<file path="src/include/ddr_pm_pkg.sv">
// shared constants, pin carrier and state encoding for the refresh/power controller
// assumes one 20 MHz clock that also clocks the memory command pins
// Notes on behaviour
// - refresh: cs, ras, cas low, we high, cke high
// - refresh only after all banks precharged, precharge_time met
// - only nop/deselect for refresh_cycle_time after refresh
// - at most eight refreshes postponed, gap nine intervals
// - more than eight advanced refreshes earn nothing
// - all postponed refreshes done before self-refresh entry
// - self-refresh entry is refresh code with cke low
// - banks precharged, termination off before self-refresh entry
// - cke held low throughout self-refresh
// - stay in self-refresh at least min_cke_pulse
// - clock stops after stop delay, restarts before exit
// - exit: cke high with nop, then exit delays
// - nop, cke high, termination off during exit delay
// - one extra refresh before self-refresh re-entry
// - power-down: cke low with nop, never mid-operation
// - nop/deselect throughout cke blanking period
// - slow exit needs dll delay, fast exit not
// - cke pulses min width, power-down under nine intervals; code leaves power-down only at eight owed, so longer after advanced refreshes
package ddr_pm_pkg;
    localparam int CLK_PERIOD_PS = 50000;

    localparam logic [3:0] ADR_CTRL   = 4'h0;
    localparam logic [3:0] ADR_STATUS = 4'h4;

    localparam int CTRL_SR_BIT     = 0;
    localparam int CTRL_PD_BIT     = 1;
    localparam int CTRL_FASTPD_BIT = 2;
    localparam int CTRL_REFNOW_BIT = 3;
    localparam int CTRL_DRST_BIT   = 4;

    localparam logic signed [4:0] OWED_MAX = 5'sh08;
    localparam logic signed [4:0] OWED_MIN = -5'sh08;

    typedef enum logic [3:0] {
        ST_IDLE       = 4'h0,
        ST_PRE_W      = 4'h1,
        ST_REF_W      = 4'h3,
        ST_PD_ENT     = 4'h2,
        ST_PD         = 4'h6,
        ST_PD_EXIT    = 4'h7,
        ST_SR_ENT     = 4'h5,
        ST_SR         = 4'h4,
        ST_SR_RESTART = 4'hC,
        ST_SR_EXIT    = 4'hD
    } state_type;

    typedef struct packed {
        logic cs_n;
        logic ras_n;
        logic cas_n;
        logic we_n;
    } cmd_type;

    localparam cmd_type CMD_NOP = 4'h7;
    localparam cmd_type CMD_DES = 4'hF;
    localparam cmd_type CMD_REF = 4'h1;
    localparam cmd_type CMD_PRE = 4'h2;

    typedef struct packed {
        cmd_type cmd;
        logic    cke;
        logic    termination_pin;
        logic    a10;
        logic    ck_en;
        logic    reset_n;
    } ddr_pins_type;

    // deselect, cke high, termination off, clock running, memory out of reset
    localparam ddr_pins_type PINS_RESET = 9'h1F3;

    // least times round up, never below one cycle
    function automatic int cyc_ceil(input int ns);
        int c;
        c = (ns * 1000 + CLK_PERIOD_PS - 1) / CLK_PERIOD_PS;
        return (c < 1) ? 1 : c;
    endfunction

    function automatic int cyc_floor(input int ns);
        int c;
        c = (ns * 1000) / CLK_PERIOD_PS;
        return (c < 1) ? 1 : c;
    endfunction

    function automatic int imax(input int a, input int b);
        return (a > b) ? a : b;
    endfunction
endpackage

</file>
<file path="src/logic/ddr_pm_ctrl.sv">
// refresh, self-refresh and power-down sequencer driving a ddr3 command port
// assumes all banks are closed by this block; no read/write traffic shares the pins
//
// The register addresses and register access over Wishbone were left to the implementer.
module ddr_pm_ctrl #(
    parameter int AVG_REFRESH_INTERVAL_NS     = 7800,
    parameter int REFRESH_CYCLE_TIME_NS      = 160,
    parameter int TRP_NS       = 14,
    parameter int MIN_CKE_PULSE_NS      = 5,
    parameter int CLOCK_STOP_DELAY_NS    = 10,
    parameter int CLOCK_RESTART_DELAY_NS    = 10,
    parameter int CKE_BLANKING_PERIOD_CK    = 1,
    parameter int TXP_NS       = 6,
    parameter int POWERDOWN_EXIT_DLL_DELAY_NS    = 24,
    parameter int SELFREFRESH_EXIT_DLL_DELAY_CK    = 512
) (
    input  wire logic                    clk_i,
    input  wire logic                    rst_i,
    input  wire logic                    ce_i,
    input  wire logic                    wb_cyc_i,
    input  wire logic                    wb_stb_i,
    input  wire logic                    wb_we_i,
    input  wire logic [3:0]              wb_adr_i,
    input  wire logic [3:0]              wb_sel_i,
    input  wire logic [31:0]             wb_dat_i,
    output logic      [31:0]             wb_dat_o,
    output logic                         wb_ack_o,
    output ddr_pm_pkg::ddr_pins_type     ddr_o
);
    localparam int AVG_REFRESH_INTERVAL_CYC  = ddr_pm_pkg::cyc_floor(AVG_REFRESH_INTERVAL_NS);
    localparam int REFRESH_CYCLE_TIME_CYC   = ddr_pm_pkg::cyc_ceil(REFRESH_CYCLE_TIME_NS);
    localparam int TRP_CYC    = ddr_pm_pkg::cyc_ceil(TRP_NS);
    localparam int MIN_CKE_PULSE_CYC   = ddr_pm_pkg::cyc_ceil(MIN_CKE_PULSE_NS);
    localparam int SRENT_CYC  = ddr_pm_pkg::imax(MIN_CKE_PULSE_CYC, ddr_pm_pkg::cyc_ceil(CLOCK_STOP_DELAY_NS));
    localparam int CLOCK_RESTART_DELAY_CYC = ddr_pm_pkg::cyc_ceil(CLOCK_RESTART_DELAY_NS);
    localparam int PDENT_CYC  = ddr_pm_pkg::imax(CKE_BLANKING_PERIOD_CK, MIN_CKE_PULSE_CYC);
    localparam int PDXF_CYC   = ddr_pm_pkg::imax(MIN_CKE_PULSE_CYC, ddr_pm_pkg::cyc_ceil(TXP_NS));
    localparam int PDXS_CYC   = ddr_pm_pkg::imax(MIN_CKE_PULSE_CYC, ddr_pm_pkg::cyc_ceil(POWERDOWN_EXIT_DLL_DELAY_NS));

    typedef struct packed {
        ddr_pm_pkg::state_type    st;
        logic                     tgt_sr;
        logic [9:0]               wcnt;
        logic [11:0]              tick;
        logic signed [4:0]        owed;
        logic                     need_extra;
        logic                     ref_pend;
        logic                     sr_req;
        logic                     pd_req;
        logic                     fast_pd;
        logic                     dram_rst;
        ddr_pm_pkg::ddr_pins_type pins;
        logic                     ack;
        logic [31:0]              rdat;
    } ctl_type;

    ctl_type s_r;
    ctl_type s_nxt;
    logic    ref_issued;
    logic    tick_ev;
    logic    want_ref;

    always_comb begin
        s_nxt      = s_r;
        ref_issued = 1'b0;
        tick_ev    = 1'b0;
        want_ref   = 1'b0;
        s_nxt.ack  = 1'b0;
        s_nxt.pins.cmd = ddr_pm_pkg::CMD_DES;
        s_nxt.pins.a10 = 1'b0;
        // termination never used by this block, so it is always off for entries
        s_nxt.pins.termination_pin = 1'b0;
        s_nxt.pins.reset_n = !s_r.dram_rst;
        if (s_r.wcnt != 10'h000) begin
            s_nxt.wcnt = s_r.wcnt - 10'h001;
        end

        // interval timer is cleared and held at zero in self-refresh: the device refreshes itself there
        if (s_r.st == ddr_pm_pkg::ST_SR_ENT || s_r.st == ddr_pm_pkg::ST_SR ||
            s_r.st == ddr_pm_pkg::ST_SR_RESTART) begin
            s_nxt.tick = 12'h000;
        end else if (s_r.tick == 12'(AVG_REFRESH_INTERVAL_CYC - 1)) begin
            s_nxt.tick = 12'h000;
            tick_ev    = 1'b1;
        end else begin
            s_nxt.tick = s_r.tick + 12'h001;
        end

        want_ref = (s_r.owed > 5'sh00 && (!s_r.pd_req || s_r.owed == ddr_pm_pkg::OWED_MAX))
                   || s_r.ref_pend || (s_r.sr_req && s_r.need_extra);

        case (s_r.st)
            ddr_pm_pkg::ST_IDLE: begin
                s_nxt.pins.cmd = ddr_pm_pkg::CMD_NOP;
                s_nxt.pins.cke = 1'b1;
                if (want_ref || (s_r.sr_req && s_r.owed <= 5'sh00)) begin
                    // precharge-all first, so every bank is idle for the wait
                    s_nxt.pins.cmd = ddr_pm_pkg::CMD_PRE;
                    s_nxt.pins.a10 = 1'b1;
                    s_nxt.tgt_sr   = !want_ref;
                    s_nxt.wcnt     = 10'(TRP_CYC - 1);
                    s_nxt.st       = ddr_pm_pkg::ST_PRE_W;
                end else if (s_r.pd_req) begin
                    s_nxt.pins.cke = 1'b0;
                    s_nxt.wcnt     = 10'(PDENT_CYC - 1);
                    s_nxt.st       = ddr_pm_pkg::ST_PD_ENT;
                end
            end
            ddr_pm_pkg::ST_PRE_W: begin
                s_nxt.pins.cmd = ddr_pm_pkg::CMD_NOP;
                if (s_r.wcnt == 10'h000) begin
                    s_nxt.pins.cmd = ddr_pm_pkg::CMD_REF;
                    // a tick landing now makes this a plain refresh, entry retried after
                    if (s_r.tgt_sr && s_r.owed <= 5'sh00 && !tick_ev) begin
                        s_nxt.pins.cke = 1'b0;
                        s_nxt.wcnt     = 10'(SRENT_CYC - 1);
                        s_nxt.st       = ddr_pm_pkg::ST_SR_ENT;
                    end else begin
                        ref_issued       = 1'b1;
                        s_nxt.need_extra = 1'b0;
                        s_nxt.wcnt       = 10'(REFRESH_CYCLE_TIME_CYC - 1);
                        s_nxt.st         = ddr_pm_pkg::ST_REF_W;
                    end
                end
            end
            ddr_pm_pkg::ST_REF_W: begin
                s_nxt.pins.cmd = ddr_pm_pkg::CMD_NOP;
                if (s_r.wcnt == 10'h000) begin
                    s_nxt.st = ddr_pm_pkg::ST_IDLE;
                end
            end
            ddr_pm_pkg::ST_SR_ENT: begin
                if (s_r.wcnt == 10'h000) begin
                    s_nxt.pins.ck_en = 1'b0;
                    s_nxt.st         = ddr_pm_pkg::ST_SR;
                end
            end
            ddr_pm_pkg::ST_SR: begin
                if (!s_r.sr_req) begin
                    s_nxt.pins.ck_en = 1'b1;
                    s_nxt.wcnt       = 10'(CLOCK_RESTART_DELAY_CYC - 1);
                    s_nxt.st         = ddr_pm_pkg::ST_SR_RESTART;
                end
            end
            ddr_pm_pkg::ST_SR_RESTART: begin
                if (s_r.wcnt == 10'h000) begin
                    s_nxt.pins.cmd   = ddr_pm_pkg::CMD_NOP;
                    s_nxt.pins.cke   = 1'b1;
                    s_nxt.need_extra = 1'b1;
                    s_nxt.wcnt       = 10'(SELFREFRESH_EXIT_DLL_DELAY_CK - 1);
                    s_nxt.st         = ddr_pm_pkg::ST_SR_EXIT;
                end
            end
            ddr_pm_pkg::ST_SR_EXIT: begin
                // longest exit delay covers the shorter one as well
                s_nxt.pins.cmd = ddr_pm_pkg::CMD_NOP;
                if (s_r.wcnt == 10'h000) begin
                    s_nxt.st = ddr_pm_pkg::ST_IDLE;
                end
            end
            ddr_pm_pkg::ST_PD_ENT: begin
                s_nxt.pins.cmd = ddr_pm_pkg::CMD_NOP;
                if (s_r.wcnt == 10'h000) begin
                    s_nxt.st = ddr_pm_pkg::ST_PD;
                end
            end
            ddr_pm_pkg::ST_PD: begin
                if (!s_r.pd_req || s_r.owed == ddr_pm_pkg::OWED_MAX) begin
                    s_nxt.pins.cmd = ddr_pm_pkg::CMD_NOP;
                    s_nxt.pins.cke = 1'b1;
                    s_nxt.wcnt     = s_r.fast_pd ? 10'(PDXF_CYC - 1)
                                                 : 10'(PDXS_CYC - 1);
                    s_nxt.st       = ddr_pm_pkg::ST_PD_EXIT;
                end
            end
            ddr_pm_pkg::ST_PD_EXIT: begin
                s_nxt.pins.cmd = ddr_pm_pkg::CMD_NOP;
                if (s_r.wcnt == 10'h000) begin
                    s_nxt.st = ddr_pm_pkg::ST_IDLE;
                end
            end
            default: begin
                s_nxt.st = ddr_pm_pkg::ST_IDLE;
            end
        endcase

        // owed count: ticks add, refreshes pay back, clamped both ways
        if (s_r.st == ddr_pm_pkg::ST_SR_RESTART) begin
            s_nxt.owed = 5'sh00;
        end else if (tick_ev && !ref_issued && s_r.owed < ddr_pm_pkg::OWED_MAX) begin
            s_nxt.owed = s_r.owed + 5'sh01;
        end else if (ref_issued && !tick_ev && s_r.owed > ddr_pm_pkg::OWED_MIN) begin
            s_nxt.owed = s_r.owed - 5'sh01;
        end
        if (ref_issued) begin
            s_nxt.ref_pend = 1'b0;
        end

        if (wb_cyc_i && wb_stb_i && !s_r.ack) begin
            s_nxt.ack  = 1'b1;
            s_nxt.rdat = 32'h0000_0000;
            if (wb_adr_i == ddr_pm_pkg::ADR_CTRL) begin
                s_nxt.rdat[4:0] = {s_r.dram_rst, s_r.ref_pend, s_r.fast_pd,
                                   s_r.pd_req, s_r.sr_req};
                if (wb_we_i && wb_sel_i[0]) begin
                    s_nxt.sr_req   = wb_dat_i[ddr_pm_pkg::CTRL_SR_BIT];
                    s_nxt.pd_req   = wb_dat_i[ddr_pm_pkg::CTRL_PD_BIT];
                    s_nxt.fast_pd  = wb_dat_i[ddr_pm_pkg::CTRL_FASTPD_BIT];
                    s_nxt.dram_rst = wb_dat_i[ddr_pm_pkg::CTRL_DRST_BIT];
                    // a new request is not lost if a refresh clears it this cycle
                    if (wb_dat_i[ddr_pm_pkg::CTRL_REFNOW_BIT]) begin
                        s_nxt.ref_pend = 1'b1;
                    end
                end
            end else if (wb_adr_i == ddr_pm_pkg::ADR_STATUS) begin
                s_nxt.rdat[11:0] = {s_r.pins.ck_en, s_r.pins.cke, s_r.need_extra,
                                    s_r.owed, s_r.st};
            end
        end
    end

    always_ff @(posedge clk_i) begin
        if (rst_i) begin
            s_r      <= '0;
            s_r.pins <= ddr_pm_pkg::PINS_RESET;
        end else if (ce_i) begin
            s_r <= s_nxt;
        end
    end

    assign wb_ack_o = s_r.ack;
    assign wb_dat_o = s_r.rdat;
    assign ddr_o    = s_r.pins;

    // helper counters seen only by the checks below
    logic [9:0] since_pre;
    logic [9:0] since_ref;
    logic [9:0] cke_low;
    logic [9:0] cke_high;
    always_ff @(posedge clk_i) begin
        if (rst_i) begin
            since_pre <= 10'h3FF;
            since_ref <= 10'h3FF;
            cke_low   <= 10'h000;
            cke_high  <= 10'h000;
        end else if (ce_i) begin
            since_pre <= (ddr_o.cmd == ddr_pm_pkg::CMD_PRE) ? 10'h001
                       : (since_pre == 10'h3FF) ? since_pre : since_pre + 10'h001;
            since_ref <= (ddr_o.cmd == ddr_pm_pkg::CMD_REF && ddr_o.cke) ? 10'h001
                       : (since_ref == 10'h3FF) ? since_ref : since_ref + 10'h001;
            cke_low   <= ddr_o.cke ? 10'h000
                       : (cke_low == 10'h3FF) ? cke_low : cke_low + 10'h001;
            cke_high  <= !ddr_o.cke ? 10'h000
                       : (cke_high == 10'h3FF) ? cke_high : cke_high + 10'h001;
        end
    end
endmodule

</file>
<file path="config.mk">
export PLATFORM = sky130hd
export DESIGN_NAME = ddr_pm_ctrl
export DESIGN_NICKNAME = d
export VERILOG_FILES = /design/src/include/ddr_pm_pkg.sv /design/src/logic/ddr_pm_ctrl.sv
export SDC_FILE = /design/constraint.sdc
export NUM_CORES = 1
export LEC_CHECK = 0
export ABC_AREA = 1
export ABC_CLOCK_PERIOD_IN_PS = 3500
export BUFFER_PORTS_ARGS = -buffer_cell sky130_fd_sc_hd__buf_4
export CAP_MARGIN = 5
export CORE_ASPECT_RATIO = 1.75
export CORE_UTILIZATION = 54
export DETAILED_ROUTE_END_ITERATION = 8
export PLACE_DENSITY = 0.8
export SLEW_MARGIN = 0
export SYNTH_ARGS = -nofsm -noshare
export SYNTH_HDL_FRONTEND = slang
export SYNTH_SLANG_ARGS = --single-unit
export TNS_END_PERCENT = 100
</file>
<file path="constraint.sdc">
create_clock -name clk_i -period 3.5 [get_ports clk_i]
set_clock_uncertainty 0.15 [all_clocks]
set_input_delay 0.7 -clock clk_i [delete_from_list [all_inputs] [get_ports clk_i]]
set_output_delay 0.7 -clock clk_i [all_outputs]
set_load 0.05 [all_outputs]
</file>
==> impl_metrics.env <==
export IMPL_place_area_um2=3770
export IMPL_fin_area_um2=4090
export IMPL_slew_limit_headroom_pct=44.6
export IMPL_total_power_uw=2520
export IMPL_tightest_slew_ns=0.825
export IMPL_fin_crit_sh_pct=88.1
export IMPL_wl_per_cell_um=13.3
export IMPL_core_area_um2=6540
export IMPL_tritoncts="done"
export IMPL_cts_htree_levels=3
export IMPL_synth_top_cell_by_area="dfxtp_1"
export IMPL_nFillCells=610
export IMPL_final_common_cell="nand2_1"
export IMPL_hold_depth=1
export IMPL_ir_worst_vdd_mv=0.309
export IMPL_final_antenna_net_count=0
export IMPL_worstPathMaxFanout=5
export IMPL_required_ns=3.58
export IMPL_io_buffers=36
export IMPL_drtIter0Drc=220
export IMPL_final_seq_area_um2=1180
export IMPL_fp_dieW_um=64.2
export IMPL_grt_pass1_wl_mm=14.1
export IMPL_status="finished, final reports clean"
export IMPL_overflow=0
export IMPL_mostFrequentLayoutCells="nand2_1 (108), dfxtp_1 (59), nor2_1 (56), buf_4 (41), a21oi_1 (40)"
export IMPL_die_h_um=111
export IMPL_io_pins=88
export IMPL_place_ws_ns=0.426
export IMPL_syn_inst=531
export IMPL_cts_sinks=59
export IMPL_clockBufferDepth=2
export IMPL_cts_hold_fix_buffers=0
export IMPL_final_nets=603
export IMPL_synth_top_area_share_pct=32.3
export IMPL_area_delta_synth_final_pct=11.8
export IMPL_drive_gt1_share_pct=17.5
export IMPL_avgViaCountPerCell=5.35
export IMPL_cp_end_kind="register"
export IMPL_startpoint_type="register"
export IMPL_cts_made_buffers=9
export IMPL_grt_setup_unrepaired="false"
export IMPL_syn_avg_cell_area_um2=6.88
export IMPL_antenna_found_initial=0
export IMPL_fin_tns_setup_ns=0
export IMPL_cts_resized=0
export IMPL_max_freq_mhz=324
export IMPL_synth_cell_types=40
export IMPL_dieArea_um2=7110
export IMPL_path_clk_slew_ns=0.05
export IMPL_drt_total_wl_mm=8.44
export IMPL_hold_path_class="reg -> reg"
export IMPL_worst_slack_ns=0.418
export IMPL_period_minus_slack_ns=3.08
export IMPL_maxSlewViolCount=0
export IMPL_diodes=0
export IMPL_setup_violations=0
export IMPL_cts_setup_buffers=0
export IMPL_root_buffer="clkbuf_16"
export IMPL_criticalPathCategory="reg -> reg"
export IMPL_globalplace_congestion=0.918
export IMPL_max_cap_violations=0
export IMPL_power_density_nw_per_um2=618
export IMPL_seq_area_frac_synth_pct=32.3
export IMPL_dr_pass1_iters=4
export IMPL_synth_seq_cells=59
export IMPL_initial_core_util_pct=55.9
export IMPL_rows=39
export IMPL_clock_latency_ns=0.33
export IMPL_cp_arrival_ns=3.16
export IMPL_grt_max_degree=43
export IMPL_multi_input_area_um2=2000
export IMPL_hold_viol=0
export IMPL_synth_area_leaders="dfxtp_1 (32%), nand2_1 (11%), buf_4 (8.4%)"
export IMPL_mappedNetlistArea_um2=3650
export IMPL_r2r_cells=17
export IMPL_drc=0
export IMPL_leakage_uw=0.00177
export IMPL_hpwl_mm=6.14
export IMPL_grt_usage_pct=25.4
export IMPL_grt_pass1_vias=3252
export IMPL_route_vias_total=3397
export IMPL_yosysWarnings=0
[state kept, by name, summed over array words and instances, names as in the netlist]
signal and cells:
s_r 38, wb_dat_o 12, ddr_o 8, wb_ack_o 1
[report_power, final]
part / internal (uW) / switching, uW / total [uW] / leakage [uW]
sequential: 730 / 63.4 / 793 / 0.000479
clock: 623 / 287 / 910 / 0.000155
combinational: 272 / 548 / 820 / 0.00113
[cell families after synthesis]
family	count (synthesis)	share of synthesized area [%]
flops	59	32.3
buf+inv	102	15.0
other cells	1	0.103
xor+xnor	14	3.36
fa+ha+maj	8	2.95
simple gates	259	33.1
compound gates	88	13.1
[critical path, cell delays in order (launching register included)]
cell and delay, ns:
dfxtp_1 0.36, ha_1 0.24, nand3_1 0.09, nor2_1 0.19, nand3_2 0.16, nand2_2 0.11, nand2_1 0.10, o211ai_1 0.20
buf_4 0.17, ha_1 0.25, and3_1 0.19, a211oi_1 0.17, inv_1 0.07, or2_2 0.27, nand2_1 0.07, nand3_1 0.07
nand2_1 0.08, nor2_1 0.04
[through the flow]
stage                     hold WS, ns  instances  util [%]
final                           0.307        635      62.5
after global routing            0.331        635      62.5
after CTS                       0.309        635      62.5
after detailed placement        0.302        620      57.7
after global placement          0.302        620      57.7
after floorplan                 0.285        551         -
[layer usage]
layer / track usage, % / wire, um / part of all wire, % / vias to the layer above
met5: 0 / 0 / 0 / -
met3: 5.56 / 418 / 5.0 / 23
met2: 45.1 / 4400 / 52 / 100
li1: - / - / - / 1719
met1: 26.5 / 3250 / 39 / 1555
met4: 15.4 / 367 / 4.3 / 0
[final timing paths]
kind,from,end,slack [ns]
setup reg to reg,s_r[53],s_r[51],0.42
hold reg to reg,s_r[42],ddr_o[0],0.31
hold / removal,s_r[42],ddr_o[0],0.31
setup / recovery,s_r[53],s_r[51],0.42
[cells in the mapped netlist]
master,number
a211oi_1,4
a21boi_1,1
a21oi_1,40
a311oi_1,1
a31oi_1,7
and3_1,1
buf_1,1
buf_2,3
buf_4,41
buf_6,1
clkbuf_1,8
clkinv_2,1
conb_1,1
dfxtp_1,59
fa_1,1
ha_1,7
inv_1,39
inv_2,8
nand2_1,108
nand2_2,10
nand2_4,1
nand3_1,33
nand3_2,4
nand3_4,1
nand4_1,8
nor2_1,56
nor2_2,8
nor2_4,5
nor3_1,19
nor3_2,2
nor3b_1,1
o211ai_1,3
o21ai_0,21
o21ai_1,8
o21bai_1,1
o22ai_1,1
o31ai_1,1
or2_2,2
xnor2_1,4
xor2_1,10
[layout make-up]
type	count	area share [%]
multi-input cells	390	48.9
inverters	48	4.44
flip-flops and latches	59	28.9
clock inverters	1	0.735
repair buffers	41	7.53
well taps	82	2.51
clock buffers	14	6.95
No activity file was read; power rests on OpenSTA's default activity.
